## src/core/chan_one_regs.vh

```
/*
 * Register map constants for the channel one configuration and calibration bank.
 * Assumes inclusion by bare name from the design files; definitions only.
 */
`ifndef CHAN_ONE_REGS_VH
`define CHAN_ONE_REGS_VH

// ****************************************************************
// Register indices (byte address is four times the index)
// ****************************************************************
`define IDX_CONFIG          5'h0E
`define IDX_OFFSET_UPPER    5'h0F
`define IDX_OFFSET_LOWER    5'h10
`define IDX_GAIN_UPPER      5'h11
`define IDX_GAIN_LOWER      5'h12
`define IDX_GLOBAL_DC       5'h03

// ****************************************************************
// Reset values
// ****************************************************************
`define RST_CONFIG          16'h0000
`define RST_OFFSET_UPPER    16'h0000
`define RST_OFFSET_LOWER    16'h0000
`define RST_GAIN_UPPER      16'h8000
`define RST_GAIN_LOWER      16'h0000
`define RST_GLOBAL_DC       4'h0
`define RST_PHASE           10'h000
`define RST_LOWER_FIELD     8'h00

// ****************************************************************
// Field layout
// ****************************************************************
`define CFG_PHASE_HI        15
`define CFG_PHASE_LO        6
`define CFG_DC_OFF_BIT      2
`define CFG_SEL_HI          1
`define CFG_SEL_LO          0
`define LOWER_FIELD_HI      15
`define LOWER_FIELD_LO      8
`define CFG_WRITE_MASK      16'hFFC7
`define LOWER_WRITE_MASK    16'hFF00
`define GLOBAL_DC_MASK      16'h000F

// ****************************************************************
// Input select codes and DC-block codes
// ****************************************************************
`define SEL_PINS            2'h0
`define SEL_SHORTED         2'h1
`define SEL_TEST_POS        2'h2
`define SEL_TEST_NEG        2'h3
`define DC_COEFF_OFF        4'h0

`endif

```

## src/core/chan_one_config_cal_regs.v

```verilog
/*
 * Channel one configuration and calibration register bank, Wishbone slave.
 * Holds the configuration word, offset and gain calibration halves, and a
 * global DC-block code, and presents them as registered channel controls.
 * Assumes a classic Wishbone master on I_CLK, 32-bit data, byte addresses with bits 1:0 zero.
 * Assumes the master holds each request until ack or err and then drops
 * cyc and stb for at least one cycle; writes land on the ack edge.
 * Assumes I_RST_N is asynchronous, active low, and released on a clock edge.
 * Consumers of the outputs sit in the same clock domain.
 */
// Function
// - Config register at Eh, resets zero
// - Bits 15:6 signed ten-bit phase delay
// - Bit 2 disables DC block for channel
// - Select 00 pins, 01 shorted inputs
// - Select 10 positive, 11 negative test
// - Fh holds offset bits 23:8
// - 10h bits 15:8 hold offset 7:0
// - Lower registers bits 7:0 read zero
// - 11h gain bits 23:8, reset 8000h
// - 12h bits 15:8 hold gain 7:0
// - Global code 0000b disables DC blocking
`timescale 1ns/1ps
`include "chan_one_regs.vh"
module chan_one_config_cal_regs (
    // Clock and reset
    input  wire        I_CLK,
    input  wire        I_RST_N,
    // Wishbone slave
    input  wire        I_WB_CYC,
    input  wire        I_WB_STB,
    input  wire        I_WB_WE,
    input  wire [7:0]  I_WB_ADR,
    input  wire [3:0]  I_WB_SEL,
    input  wire [31:0] I_WB_DAT,
    output reg  [31:0] O_WB_DAT,
    output reg         O_WB_ACK,
    output reg         O_WB_ERR,
    // Channel controls
    output reg  [9:0]  O_CHAN_ONE_PHASE_DELAY,
    output reg         O_CHAN_ONE_DC_BLOCK_OFF,
    output reg  [1:0]  O_CHAN_ONE_INPUT_SELECT,
    output reg         O_SEL_PINS,
    output reg         O_SEL_SHORTED,
    output reg         O_SEL_TEST_POS,
    output reg         O_SEL_TEST_NEG,
    output reg  [23:0] O_CHAN_ONE_OFFSET,
    output reg  [23:0] O_CHAN_ONE_GAIN,
    output wire [3:0]  O_DC_FILTER_CODE,
    output wire        O_DC_FILTER_ON
);
    // ****************************************************************
    // Address decode
    // ****************************************************************
    function is_index;
        input [7:0] adr;
        input [4:0] idx;
        begin
            is_index = (adr[1:0] == 2'h0) && (adr[7:2] == {1'b0, idx});
        end
    endfunction

    wire        req;
    wire        wr;
    wire        hit_cfg;
    wire        hit_ou;
    wire        hit_ol;
    wire        hit_gu;
    wire        hit_gl;
    wire        hit_gdc;
    wire        hit_any;
    wire [15:0] config_q;
    wire [15:0] off_up_q;
    wire [15:0] off_lo_q;
    wire [15:0] gain_up_q;
    wire [15:0] gain_lo_q;
    wire [15:0] gdc_q;
    reg  [31:0] next_rdata;

    assign req     = I_WB_CYC && I_WB_STB && !O_WB_ACK && !O_WB_ERR;
    assign hit_cfg = is_index(I_WB_ADR, `IDX_CONFIG);
    assign hit_ou  = is_index(I_WB_ADR, `IDX_OFFSET_UPPER);
    assign hit_ol  = is_index(I_WB_ADR, `IDX_OFFSET_LOWER);
    assign hit_gu  = is_index(I_WB_ADR, `IDX_GAIN_UPPER);
    assign hit_gl  = is_index(I_WB_ADR, `IDX_GAIN_LOWER);
    assign hit_gdc = is_index(I_WB_ADR, `IDX_GLOBAL_DC);
    assign hit_any = hit_cfg | hit_ou | hit_ol | hit_gu | hit_gl | hit_gdc;
    assign wr      = I_WB_CYC && I_WB_STB && I_WB_WE && O_WB_ACK && hit_any;

    // ****************************************************************
    // Per-register strobes; a write lands on the ack edge
    // ****************************************************************
    wire        rd_take;
    wire        err_take;
    wire        we_cfg;
    wire        we_ou;
    wire        we_ol;
    wire        we_gu;
    wire        we_gl;
    wire        we_gdc;

    assign rd_take  = req && !I_WB_WE && hit_any;
    assign err_take = req && !hit_any;
    assign we_cfg   = wr && hit_cfg;
    assign we_ou    = wr && hit_ou;
    assign we_ol    = wr && hit_ol;
    assign we_gu    = wr && hit_gu;
    assign we_gl    = wr && hit_gl;
    assign we_gdc   = wr && hit_gdc;

    // ****************************************************************
    // Register storage
    // ****************************************************************
    masked_reg16 #(
        .RESET_VALUE (`RST_CONFIG),
        .WRITE_MASK  (`CFG_WRITE_MASK)
    ) u_config (
        .i_clk   (I_CLK),
        .i_rst_n (I_RST_N),
        .i_we    (we_cfg),
        .i_sel   (I_WB_SEL[1:0]),
        .i_wdata (I_WB_DAT[15:0]),
        .o_value (config_q)
    );

    masked_reg16 #(
        .RESET_VALUE (`RST_OFFSET_UPPER),
        .WRITE_MASK  (16'hFFFF)
    ) u_off_up (
        .i_clk   (I_CLK),
        .i_rst_n (I_RST_N),
        .i_we    (we_ou),
        .i_sel   (I_WB_SEL[1:0]),
        .i_wdata (I_WB_DAT[15:0]),
        .o_value (off_up_q)
    );

    masked_reg16 #(
        .RESET_VALUE (`RST_OFFSET_LOWER),
        .WRITE_MASK  (`LOWER_WRITE_MASK)
    ) u_off_lo (
        .i_clk   (I_CLK),
        .i_rst_n (I_RST_N),
        .i_we    (we_ol),
        .i_sel   (I_WB_SEL[1:0]),
        .i_wdata (I_WB_DAT[15:0]),
        .o_value (off_lo_q)
    );

    masked_reg16 #(
        .RESET_VALUE (`RST_GAIN_UPPER),
        .WRITE_MASK  (16'hFFFF)
    ) u_gain_up (
        .i_clk   (I_CLK),
        .i_rst_n (I_RST_N),
        .i_we    (we_gu),
        .i_sel   (I_WB_SEL[1:0]),
        .i_wdata (I_WB_DAT[15:0]),
        .o_value (gain_up_q)
    );

    masked_reg16 #(
        .RESET_VALUE (`RST_GAIN_LOWER),
        .WRITE_MASK  (`LOWER_WRITE_MASK)
    ) u_gain_lo (
        .i_clk   (I_CLK),
        .i_rst_n (I_RST_N),
        .i_we    (we_gl),
        .i_sel   (I_WB_SEL[1:0]),
        .i_wdata (I_WB_DAT[15:0]),
        .o_value (gain_lo_q)
    );

    masked_reg16 #(
        .RESET_VALUE ({12'h000, `RST_GLOBAL_DC}),
        .WRITE_MASK  (`GLOBAL_DC_MASK)
    ) u_global_dc (
        .i_clk   (I_CLK),
        .i_rst_n (I_RST_N),
        .i_we    (we_gdc),
        .i_sel   (I_WB_SEL[1:0]),
        .i_wdata (I_WB_DAT[15:0]),
        .o_value (gdc_q)
    );

    // ****************************************************************
    // Effective DC-block setting
    // ****************************************************************
    dc_block_select u_dc (
        .i_clk         (I_CLK),
        .i_rst_n       (I_RST_N),
        .i_global_code (gdc_q[3:0]),
        .i_chan_off    (config_q[`CFG_DC_OFF_BIT]),
        .o_code        (O_DC_FILTER_CODE),
        .o_enabled     (O_DC_FILTER_ON)
    );

    // ****************************************************************
    // Read mux
    // ****************************************************************
    always @* begin
        next_rdata = 32'h0000_0000;
        case (1'b1)
            hit_cfg: next_rdata = {16'h0000, config_q};
            hit_ou:  next_rdata = {16'h0000, off_up_q};
            hit_ol:  next_rdata = {16'h0000, off_lo_q};
            hit_gu:  next_rdata = {16'h0000, gain_up_q};
            hit_gl:  next_rdata = {16'h0000, gain_lo_q};
            hit_gdc: next_rdata = {16'h0000, gdc_q};
            default: next_rdata = 32'h0000_0000;
        endcase
    end

    // ****************************************************************
    // Bus answer: one cycle after request, unmapped gets err
    // ****************************************************************
    always @(posedge I_CLK or negedge I_RST_N) begin
        if (!I_RST_N) begin
            O_WB_ACK <= 1'b0;
            O_WB_ERR <= 1'b0;
        end else begin
            O_WB_ACK <= req && hit_any;
            O_WB_ERR <= err_take;
        end
    end

    // Read data stands until the next read
    always @(posedge I_CLK or negedge I_RST_N) begin
        if (!I_RST_N) begin
            O_WB_DAT <= 32'h0000_0000;
        end else if (rd_take) begin
            O_WB_DAT <= next_rdata;
        end
    end

    // ****************************************************************
    // Field views of the stored words
    // ****************************************************************
    wire [9:0]  phase_field;
    wire        dc_off_field;
    wire [1:0]  sel_field;
    wire [23:0] offset_word;
    wire [23:0] gain_word;

    assign phase_field  = config_q[`CFG_PHASE_HI:`CFG_PHASE_LO];
    assign dc_off_field = config_q[`CFG_DC_OFF_BIT];
    assign sel_field    = config_q[`CFG_SEL_HI:`CFG_SEL_LO];
    assign offset_word  = {off_up_q, off_lo_q[`LOWER_FIELD_HI:`LOWER_FIELD_LO]};
    assign gain_word    = {gain_up_q, gain_lo_q[`LOWER_FIELD_HI:`LOWER_FIELD_LO]};

    // ****************************************************************
    // Configuration outputs
    // ****************************************************************
    always @(posedge I_CLK or negedge I_RST_N) begin
        if (!I_RST_N) begin
            O_CHAN_ONE_PHASE_DELAY  <= `RST_PHASE;
            O_CHAN_ONE_DC_BLOCK_OFF <= 1'b0;
            O_CHAN_ONE_INPUT_SELECT <= `SEL_PINS;
        end else begin
            O_CHAN_ONE_PHASE_DELAY  <= phase_field;
            O_CHAN_ONE_DC_BLOCK_OFF <= dc_off_field;
            O_CHAN_ONE_INPUT_SELECT <= sel_field;
        end
    end

    // ****************************************************************
    // Input select decode, one line per source
    // ****************************************************************
    function sel_is;
        input [1:0] sel;
        input [1:0] code;
        begin
            sel_is = (sel == code);
        end
    endfunction

    always @(posedge I_CLK or negedge I_RST_N) begin
        if (!I_RST_N) begin
            O_SEL_PINS     <= 1'b1;
            O_SEL_SHORTED  <= 1'b0;
            O_SEL_TEST_POS <= 1'b0;
            O_SEL_TEST_NEG <= 1'b0;
        end else begin
            O_SEL_PINS     <= sel_is(sel_field, `SEL_PINS);
            O_SEL_SHORTED  <= sel_is(sel_field, `SEL_SHORTED);
            O_SEL_TEST_POS <= sel_is(sel_field, `SEL_TEST_POS);
            O_SEL_TEST_NEG <= sel_is(sel_field, `SEL_TEST_NEG);
        end
    end

    // ****************************************************************
    // Calibration words, upper half above the lower field
    // ****************************************************************
    always @(posedge I_CLK or negedge I_RST_N) begin
        if (!I_RST_N) begin
            O_CHAN_ONE_OFFSET <= {`RST_OFFSET_UPPER, `RST_LOWER_FIELD};
            O_CHAN_ONE_GAIN   <= {`RST_GAIN_UPPER, `RST_LOWER_FIELD};
        end else begin
            O_CHAN_ONE_OFFSET <= offset_word;
            O_CHAN_ONE_GAIN   <= gain_word;
        end
    end
endmodule

```

## src/core/dc_block_select.v

```verilog
/*
 * Resolves the effective DC-block coefficient code for channel one.
 * Assumes the global code and channel disable bit are register outputs.
 */
`timescale 1ns/1ps
`include "chan_one_regs.vh"
module dc_block_select (
    // Clock and reset
    input  wire       i_clk,
    input  wire       i_rst_n,
    // Settings
    input  wire [3:0] i_global_code,
    input  wire       i_chan_off,
    // Result
    output reg  [3:0] o_code,
    output reg        o_enabled
);
    // ****************************************************************
    // Channel disable overrides, global 0000b turns all blocking off
    // ****************************************************************
    always @(posedge i_clk or negedge i_rst_n) begin
        if (!i_rst_n) begin
            o_code    <= `DC_COEFF_OFF;
            o_enabled <= 1'b0;
        end else if (i_chan_off) begin
            o_code    <= `DC_COEFF_OFF;
            o_enabled <= 1'b0;
        end else begin
            o_code    <= i_global_code;
            o_enabled <= (i_global_code != `DC_COEFF_OFF);
        end
    end
endmodule

```

## src/core/masked_reg16.v

```verilog
/*
 * 16-bit register with per-bit write mask and Wishbone byte lanes.
 * Assumes a write strobe qualified by the bus slave.
 */
`timescale 1ns/1ps
module masked_reg16 #(
    parameter [15:0] RESET_VALUE = 16'h0000,
    parameter [15:0] WRITE_MASK  = 16'hFFFF
) (
    // Clock and reset
    input  wire        i_clk,
    input  wire        i_rst_n,
    // Write port
    input  wire        i_we,
    input  wire [1:0]  i_sel,
    input  wire [15:0] i_wdata,
    // State
    output reg  [15:0] o_value
);
    wire [15:0] lane_mask;
    assign lane_mask = {{8{i_sel[1]}}, {8{i_sel[0]}}} & WRITE_MASK;

    always @(posedge i_clk or negedge i_rst_n) begin
        if (!i_rst_n) begin
            o_value <= RESET_VALUE;
        end else if (i_we) begin
            o_value <= (o_value & ~lane_mask) | (i_wdata & lane_mask);
        end
    end
endmodule

```

## config.mk

```make
export PLATFORM = sky130hd
export DESIGN_NAME = chan_one_config_cal_regs
export DESIGN_NICKNAME = d
export VERILOG_FILES = /design/src/core/chan_one_config_cal_regs.v /design/src/core/dc_block_select.v /design/src/core/masked_reg16.v
export VERILOG_INCLUDE_DIRS = /design/src /design/src/core
export SDC_FILE = /design/constraint.sdc
export NUM_CORES = 1
export LEC_CHECK = 0
export BUFFER_PORTS_ARGS = -buffer_cell sky130_fd_sc_hd__buf_4
export CORE_ASPECT_RATIO = 0.7
export CORE_MARGIN = 1.5
export CORE_UTILIZATION = 52
export DETAILED_ROUTE_END_ITERATION = 8
export GPL_ROUTABILITY_DRIVEN = 0
export HOLD_SLACK_MARGIN = 0.06
export PLACE_DENSITY = 0.8
export SYNTH_ARGS = -nofsm -noshare
export SYNTH_HDL_FRONTEND = slang
export SYNTH_SLANG_ARGS = --single-unit
```

## constraint.sdc

```tcl
create_clock -name I_CLK -period 2.3 [get_ports I_CLK]
set_input_delay 0.115 -clock I_CLK [delete_from_list [all_inputs] [get_ports I_CLK]]
set_output_delay 0.115 -clock I_CLK [all_outputs]
set_load 0.02 [all_outputs]
```

* Yosys cells after proc, flatten, opt, wreduce, memory -nomap -nowiden
Index checks and enable logic that the tools add are counted.
** Storage, ports and cells
- Output and inout port bits :: 104
- Input bits :: 49
- Bits in registers :: 200
- Logic and storage cells :: 91
** Cells by class
- Reduce and logical (&&, ||, !) cells :: 29
- Bitwise gates (word level) :: 25
- Multiplexer cells :: 8
- Equal/unequal tests :: 9
** Operators with widths (count)
- $and A16 B16 Y16 :: 9
- $mux W32 :: 4
- $or A16 B16 Y16 :: 6
- $not A16 Y16 :: 3
- $mux W16 :: 2
- $logic_and A1 B1 Y1 :: 22
- $eq A6 B5 Y1 const B :: 3
- $and A16 B4 Y16 :: 1
- $not A4 Y16 :: 1
- $eq A6 B4 Y1 const B :: 2
- $eq A6 B2 Y1 const B :: 1
- $or A1 B1 Y1 :: 5
- $eq A2 B2 Y1 const B :: 2
- $logic_not A1 Y1 :: 4
- $logic_not A2 Y1 :: 2
- $mux W4 :: 1
- $reduce_bool A4 Y1 :: 1
- $eq A2 B1 Y1 const B :: 1
- $mux W1 :: 1

* Depth between registers and ports, before layout
Gate-level depths: netlist of the first run.
- Word-level depth :: 9
- Gate-level depth with buffers :: 6
- Gate-level depth less buffers :: 4

* Hierarchy
Synthesis of the first run repeated with hierarchy kept, for this count alone.
** Unflattened totals
- Cells, all modules :: 452
- Area, all modules :: 6213.5 um^2
** Modules (own cells, without submodules)
- chan_one_config_cal_regs :: times used 1, cells an instance 267, area each 3377.0 um^2, seq. area each 2079.5 um^2
- masked_reg16 at u_gain_lo ... :: times used 2, cells an instance 26, area each 360.3 um^2, seq. area each 200.2 um^2
- masked_reg16 at u_gain_up :: times used 1, cells an instance 34, area each 594.3 um^2, seq. area each 401.6 um^2
- masked_reg16 at u_off_up :: times used 1, cells an instance 34, area each 593.1 um^2, seq. area each 400.4 um^2
- masked_reg16 at u_config :: times used 1, cells an instance 32, area each 508.0 um^2, seq. area each 325.3 um^2
- masked_reg16 at u_global_dc :: times used 1, cells an instance 22, area each 260.2 um^2, seq. area each 100.1 um^2
- dc_block_select :: times used 1, cells an instance 11, area each 160.2 um^2, seq. area each 125.1 um^2

* Worst setup path after synthesis of the first run
OpenSTA, ideal clock, no wires.
- Path kind :: register to register
- Start :: register O_WB_ACK
- End :: register with a tool-made name
- Setup time :: 0.125 ns
- Data arrival time :: 1.640 ns
- Path buffers :: 0
- Data required time :: 2.175 ns
- Period minus slack after synthesis :: 1.764 ns
- Cell stages (with the launch flop) :: 5
- Path slack :: 0.536 ns
- Cells stage by stage :: dfrtp_1 and4_1 nand2_1 nor4_4 mux2_2
** RTL lines
- from (decl) :: line chan_one_config_cal_regs.v:37 : output reg O_WB_ACK,
- from (signal assigned) :: line chan_one_config_cal_regs.v:222 : O_WB_ACK <= req && hit_any;

==> flow_metrics.tcl, run 1 <==
set metrics [dict create \
    reg2reg_depth 4 \
    row_count 32 \
    drv_slew 0 \
    antenna_found_initial 0 \
    hold_start "I_WB_STB" \
    hpwlAfterDp_um 8770 \
    pre_cts_slack_ns 0.239 \
    wl_per_cell_um 19.2 \
    grt_pass1_wl_um 21000 \
    clk_latency_ns 0.41 \
    skew_ns 0.00706 \
    synth_flop_cell "dfrtp_1" \
    clk_path_buf_depth 2 \
    power_density_nw_per_um2 764 \
    cts_root_buffer "clkbuf_16" \
    fmax_ghz 0.546 \
    cts_resized 0 \
    arrival_ns 2.12 \
    h-tree-depth 4 \
    syn_inst 375 \
    path_max_fanout 8 \
    layout_commonest_cell "dfrtp_1" \
    rsz0062_at_grt "no" \
    synth-async-reset-ratio 1.00 \
    yosys_warnings 0 \
    cts_buffers 17 \
    hold_buffers 17 \
    relSlewSlack 0.628 \
    grt_max_degree 86 \
    routed_via_density 5.32 \
    layout_setup_ws_ns 0.467 \
    port_buffers 118 \
    syn-cell-area_um2 5820 \
    p_leak_nw 4.04 \
    fin_tns_setup_ns 0 \
    fin_crit_ns 1.83 \
    worst_pin_slew_ns 0.557 \
    worstReg2RegStart "O_WB_ACK" \
    firstDrtPassIters 4 \
    drive_above_1_share 0.470 \
    hold_depth 3 \
    wl_um 13300 \
    cts_tree "done" \
    finalPower_mw 5.86 \
    grt-ovfl-total 0 \
    min_to "O_WB_ERR" \
    whs_ns 0.0736 \
    seq_area_frac_synth 0.658 \
    r2r_slack_ns 0.47 \
    crit_path_start_kind "flop" \
    status "complete, no violations" \
    dieHeight_um 91.5 \
    vias 3686 \
    setup_violations 0 \
    synth.distinct_cells 41 \
    synthToLayoutAreaGrowth_pct 31.9 \
    yosys_register_bits 153 \
    criticalPathCategory "flop to flop" \
    crit_path_end_kind "flop" \
    clk_pin_slew_ns 0.06 \
    antenna_cells 0 \
    grt_pass1_vias 3754 \
    syn_avg_cell_area_um2 15.5 \
    worstPathRequired_ns 2.59 \
    drv_cap 0 \
    ant_nets 0 \
    synth-edff-count 0 \
    drc 0 \
    postCtsSetupBuffers 0 \
    fin_nets 577 \
    numClockSinks 153 \
    fillers 754 \
    drtIter0Drc 282 \
    start_util 0.531 \
    grtUsageTotal 0.239 \
    final_cell_mix "150 x dfrtp_1, 127 x buf_4, 78 x mux2_2" \
    period_share 0.797 \
    dieArea_um2 11900 \
    core_um2 11000 \
    final-hold-violation-count 0 \
    die_w_um 129 \
    peakVddDrop_mv 0.580 \
    hp-class "input pin to flop" \
    ios 153 \
]
==> power breakdown <==
part	internal, mW	leakage, nW	total, mW	switching [mW]
Combinational	0.0834	1.61	0.239	0.156
Clock	1.89	0.307	2.92	1.03
Sequential	2.70	2.12	2.70	0.00321
==> synthesized netlist by cell type (2+ instances only) <==
cell type / count / area share
dfrtp_1: 150 / 0.64
mux2_2: 78 / 0.15
mux2i_1: 18 / 0.031
buf_4: 17 / 0.022
o2bb2ai_1: 16 / 0.024
inv_1: 8 / 0.0052
nor2_1: 8 / 0.0052
nor2b_1: 7 / 0.0075
nor3_1: 6 / 0.0052
o211a_1: 5 / 0.0086
and4_1: 4 / 0.0060
buf_2: 4 / 0.0034
nand2_1: 4 / 0.0026
nand3_1: 4 / 0.0034
and2_1: 3 / 0.0032
clkbuf_1: 3 / 0.0019
dfstp_2: 3 / 0.014
nor2_2: 3 / 0.0032
o32a_1: 3 / 0.0052
a22o_1: 2 / 0.0030
a32o_1: 2 / 0.0034
and3_1: 2 / 0.0021
buf_1: 2 / 0.0013
buf_6: 2 / 0.0039
nor3_4: 2 / 0.0056
nor3b_2: 2 / 0.0043
nor4_4: 2 / 0.0073
o22ai_1: 2 / 0.0021
==> how the worst max path moves through the flow <==
stage / startpoint / end
floorplan: O_WB_ACK / flop
global placement: I_WB_ADR[5] / flop
detailed placement: I_WB_ADR[5] / flop
CTS: O_WB_ACK / flop
global route: O_WB_ACK / flop
finish: O_WB_ACK / flop
==> routing by layer <==
metal,wire (µm),vias up,part of all wire,global-route usage
met5,0,-,0,0
met4,215,0,0.016,0.0731
met3,624,16,0.047,0.0548
met2,6260,124,0.47,0.353
met1,6200,1923,0.47,0.353
li1,-,1623,-,-
==> cell families (layout without fill, tap and decap cells) <==
group | Yosys count | after routing | share of synthesized area
AOI/OAI and AO/OA | 34 | 34 | 0.0544
other | 1 | 16 | 0.000644
muxes | 97 | 97 | 0.184
buffers and inverters | 37 | 187 | 0.0382
and+or+nand+nor | 53 | 53 | 0.0649
DFF | 153 | 153 | 0.658
==> through the flow <==
step,util,instances,cell area [µm²]
after global routing,0.700,693,7680
after floorplan,-,390,5880
after detailed placement,0.628,645,6890
final,0.700,693,7680
after global placement,0.628,645,6890
after CTS,0.700,693,7680
==> worst max-delay path, stage by stage (launching register included) <==
cell and delay (ns):
dfrtp_1 0.37, and4_1 0.26, nand2_1 0.17, nor3_4 0.50, mux2_2 0.41
==> final cells by class <==
class / instances / area (µm²) / share of cell area
sequential: 153 / 3830 / 0.499
multi-input combinational: 200 / 1820 / 0.238
tap: 153 / 191 / 0.0249
clock buffer: 23 / 478 / 0.0622
inverter: 9 / 33.8 / 0.00440
clock inverter: 8 / 144 / 0.0187
timing repair buffer: 147 / 1170 / 0.153
Power figures use the tool's default switching activity.
==> inputs of run 2 (changes only) <==
Clock period 2.3 ns to 1.9 ns, I/O delays scaled along.
==> flow_metrics.tcl, run 2 (synthesized netlist as in run 1, its figures left out) <==
set metrics [dict create \
    status "complete, no violations" \
    setup_violations 0 \
    start_util 0.531 \
    hpwlAfterDp_um 9060 \
    seq_area_um2 3830 \
    fin_tns_setup_ns 0 \
    final-hold-violation-count 0 \
    vias 3706 \
    grt_pass1_wl_um 20900 \
    p_leak_nw 4.08 \
    cts_buffers 17 \
    crit_start "O_WB_ACK" \
    ios 153 \
    firstDrtPassIters 4 \
    peakVddDrop_mv 0.737 \
    drc 0 \
    clk_latency_ns 0.41 \
    r2r_slack_ns 0.14 \
    path_max_fanout 4 \
    wl_um 13300 \
    fin_crit_ns 1.76 \
    antenna_cells 0 \
    arrival_ns 2.05 \
    ant_nets 0 \
    worstPathRequired_ns 2.19 \
    grtUsageTotal 0.241 \
    grt_pass1_vias 3823 \
    layoutNonFillerInstCount 704 \
    multi_input_area_um2 1830 \
    postCtsSetupBuffers 0 \
    layout_commonest_cell "dfrtp_1" \
    power_density_nw_per_um2 871 \
    drv_cap 0 \
    dieHeight_um 91.5 \
    final_cell_mix "150 x dfrtp_1, 133 x buf_4, 78 x mux2_2" \
    worstReg2RegStart "O_WB_ACK" \
    drtIter0Drc 239 \
    skew_ns 0.00545 \
    port_buffers 118 \
    die_w_um 129 \
    worst_pin_slew_ns 0.897 \
    antenna_found_initial 0 \
    grt-ovfl-total 0 \
    criticalPathCategory "flop to flop" \
    core_um2 11000 \
    relSlewSlack 0.401 \
    cts_root_buffer "clkbuf_16" \
    cts_tree "done" \
    clk_path_buf_depth 2 \
    fin_nets 588 \
    row_count 32 \
    rsz0062_at_grt "no" \
    drv_slew 0 \
    grt_max_degree 59 \
    clk_pin_slew_ns 0.06 \
    fillers 750 \
    reg2reg_depth 4 \
    finalPower_mw 6.77 \
    h-tree-depth 4 \
    dp.cells 656 \
    period_share 0.926 \
    hp-class "input pin to flop" \
    synthToLayoutAreaGrowth_pct 33.5 \
    drive_above_1_share 0.485 \
    fmax_ghz 0.568 \
    crit_path_start_kind "flop" \
    routed_via_density 5.26 \
    crit_path_end_kind "flop" \
    wl_per_cell_um 18.9 \
    dieArea_um2 11900 \
    numClockSinks 153 \
]
-- run 2: cell types whose count changed in the layout (fill, tap and decap cells not counted), sizes merged --
cell,before,now
buf,130,141
bufinv,4,1
clkbuf,23,24
clkinv,4,5
clkinvlp,0,1
-- run 2: worst min-delay path by stage --
stage                                  to         from  cells past startpoint  slack, ns
2_1_floorplan     O_CHAN_ONE_DC_BLOCK_OFF      I_RST_N                      0      -0.20
3_3_place_gp   asynchronous set/reset pin      I_RST_N                      1       0.08
3_5_place_dp    O_CHAN_ONE_PHASE_DELAY[5]      I_RST_N                      1       0.09
4_1_cts                          O_WB_ACK  I_WB_ADR[0]                      4       0.07
5_1_grt                          O_WB_ACK  I_WB_ADR[0]                      4       0.09
6_report                         O_WB_ACK  I_WB_ADR[0]                      4       0.07
-- run 2: timing repair --
item / in CTS / in global routing
endpoints found under the setup margin: 0 / 7
endpoints found under the hold margin: 118 / 0
hold buffers: 17 / 0
gates resized for setup: 0 / 1
-- run 2: power breakdown --
part / switching, mW / internal, mW / total, mW
Sequential: 0.00550 / 3.27 / 3.27
Clock: 1.24 / 1.96 / 3.20
Combinational: 0.192 / 0.109 / 0.301
-- run 2: area by class of cell --
cell class                      instances  area share
Multi-Input combinational cell        200       0.235
Tap cell                              153      0.0246
Clock inverter                          7     0.00853
Timing Repair Buffer                  158       0.170
Inverter                                9     0.00435
Sequential cell                       153       0.493
Clock buffer                           24      0.0646
-- run 2: stage by stage --
step           hold WS, ns  utilization  worst slack (ns)  area (µm²)
5_1_grt             0.0909        0.708            0.0979        7770
3_5_place_dp        0.0920        0.641            0.0339        7030
3_3_place_gp        0.0823        0.641            0.0536        7030
6_report            0.0712        0.708             0.141        7770
2_1_floorplan       -0.201            -             0.136        5880
4_1_cts             0.0663        0.708            0.0442        7770
-- run 2: critical path, stage by stage (launching register included) --
cell and delay (ns):
dfrtp_1 0.40, and4_1 0.29, nand2_1 0.19, nor2_1 0.37
mux2_2 0.39
-- run 2: routing by layer --
metal	track usage	share of wire	up-vias
met5	0	0	-
met4	0.0870	0.014	0
met3	0.0589	0.061	15
met2	0.358	0.48	140
met1	0.346	0.44	1908
li1	-	-	1643
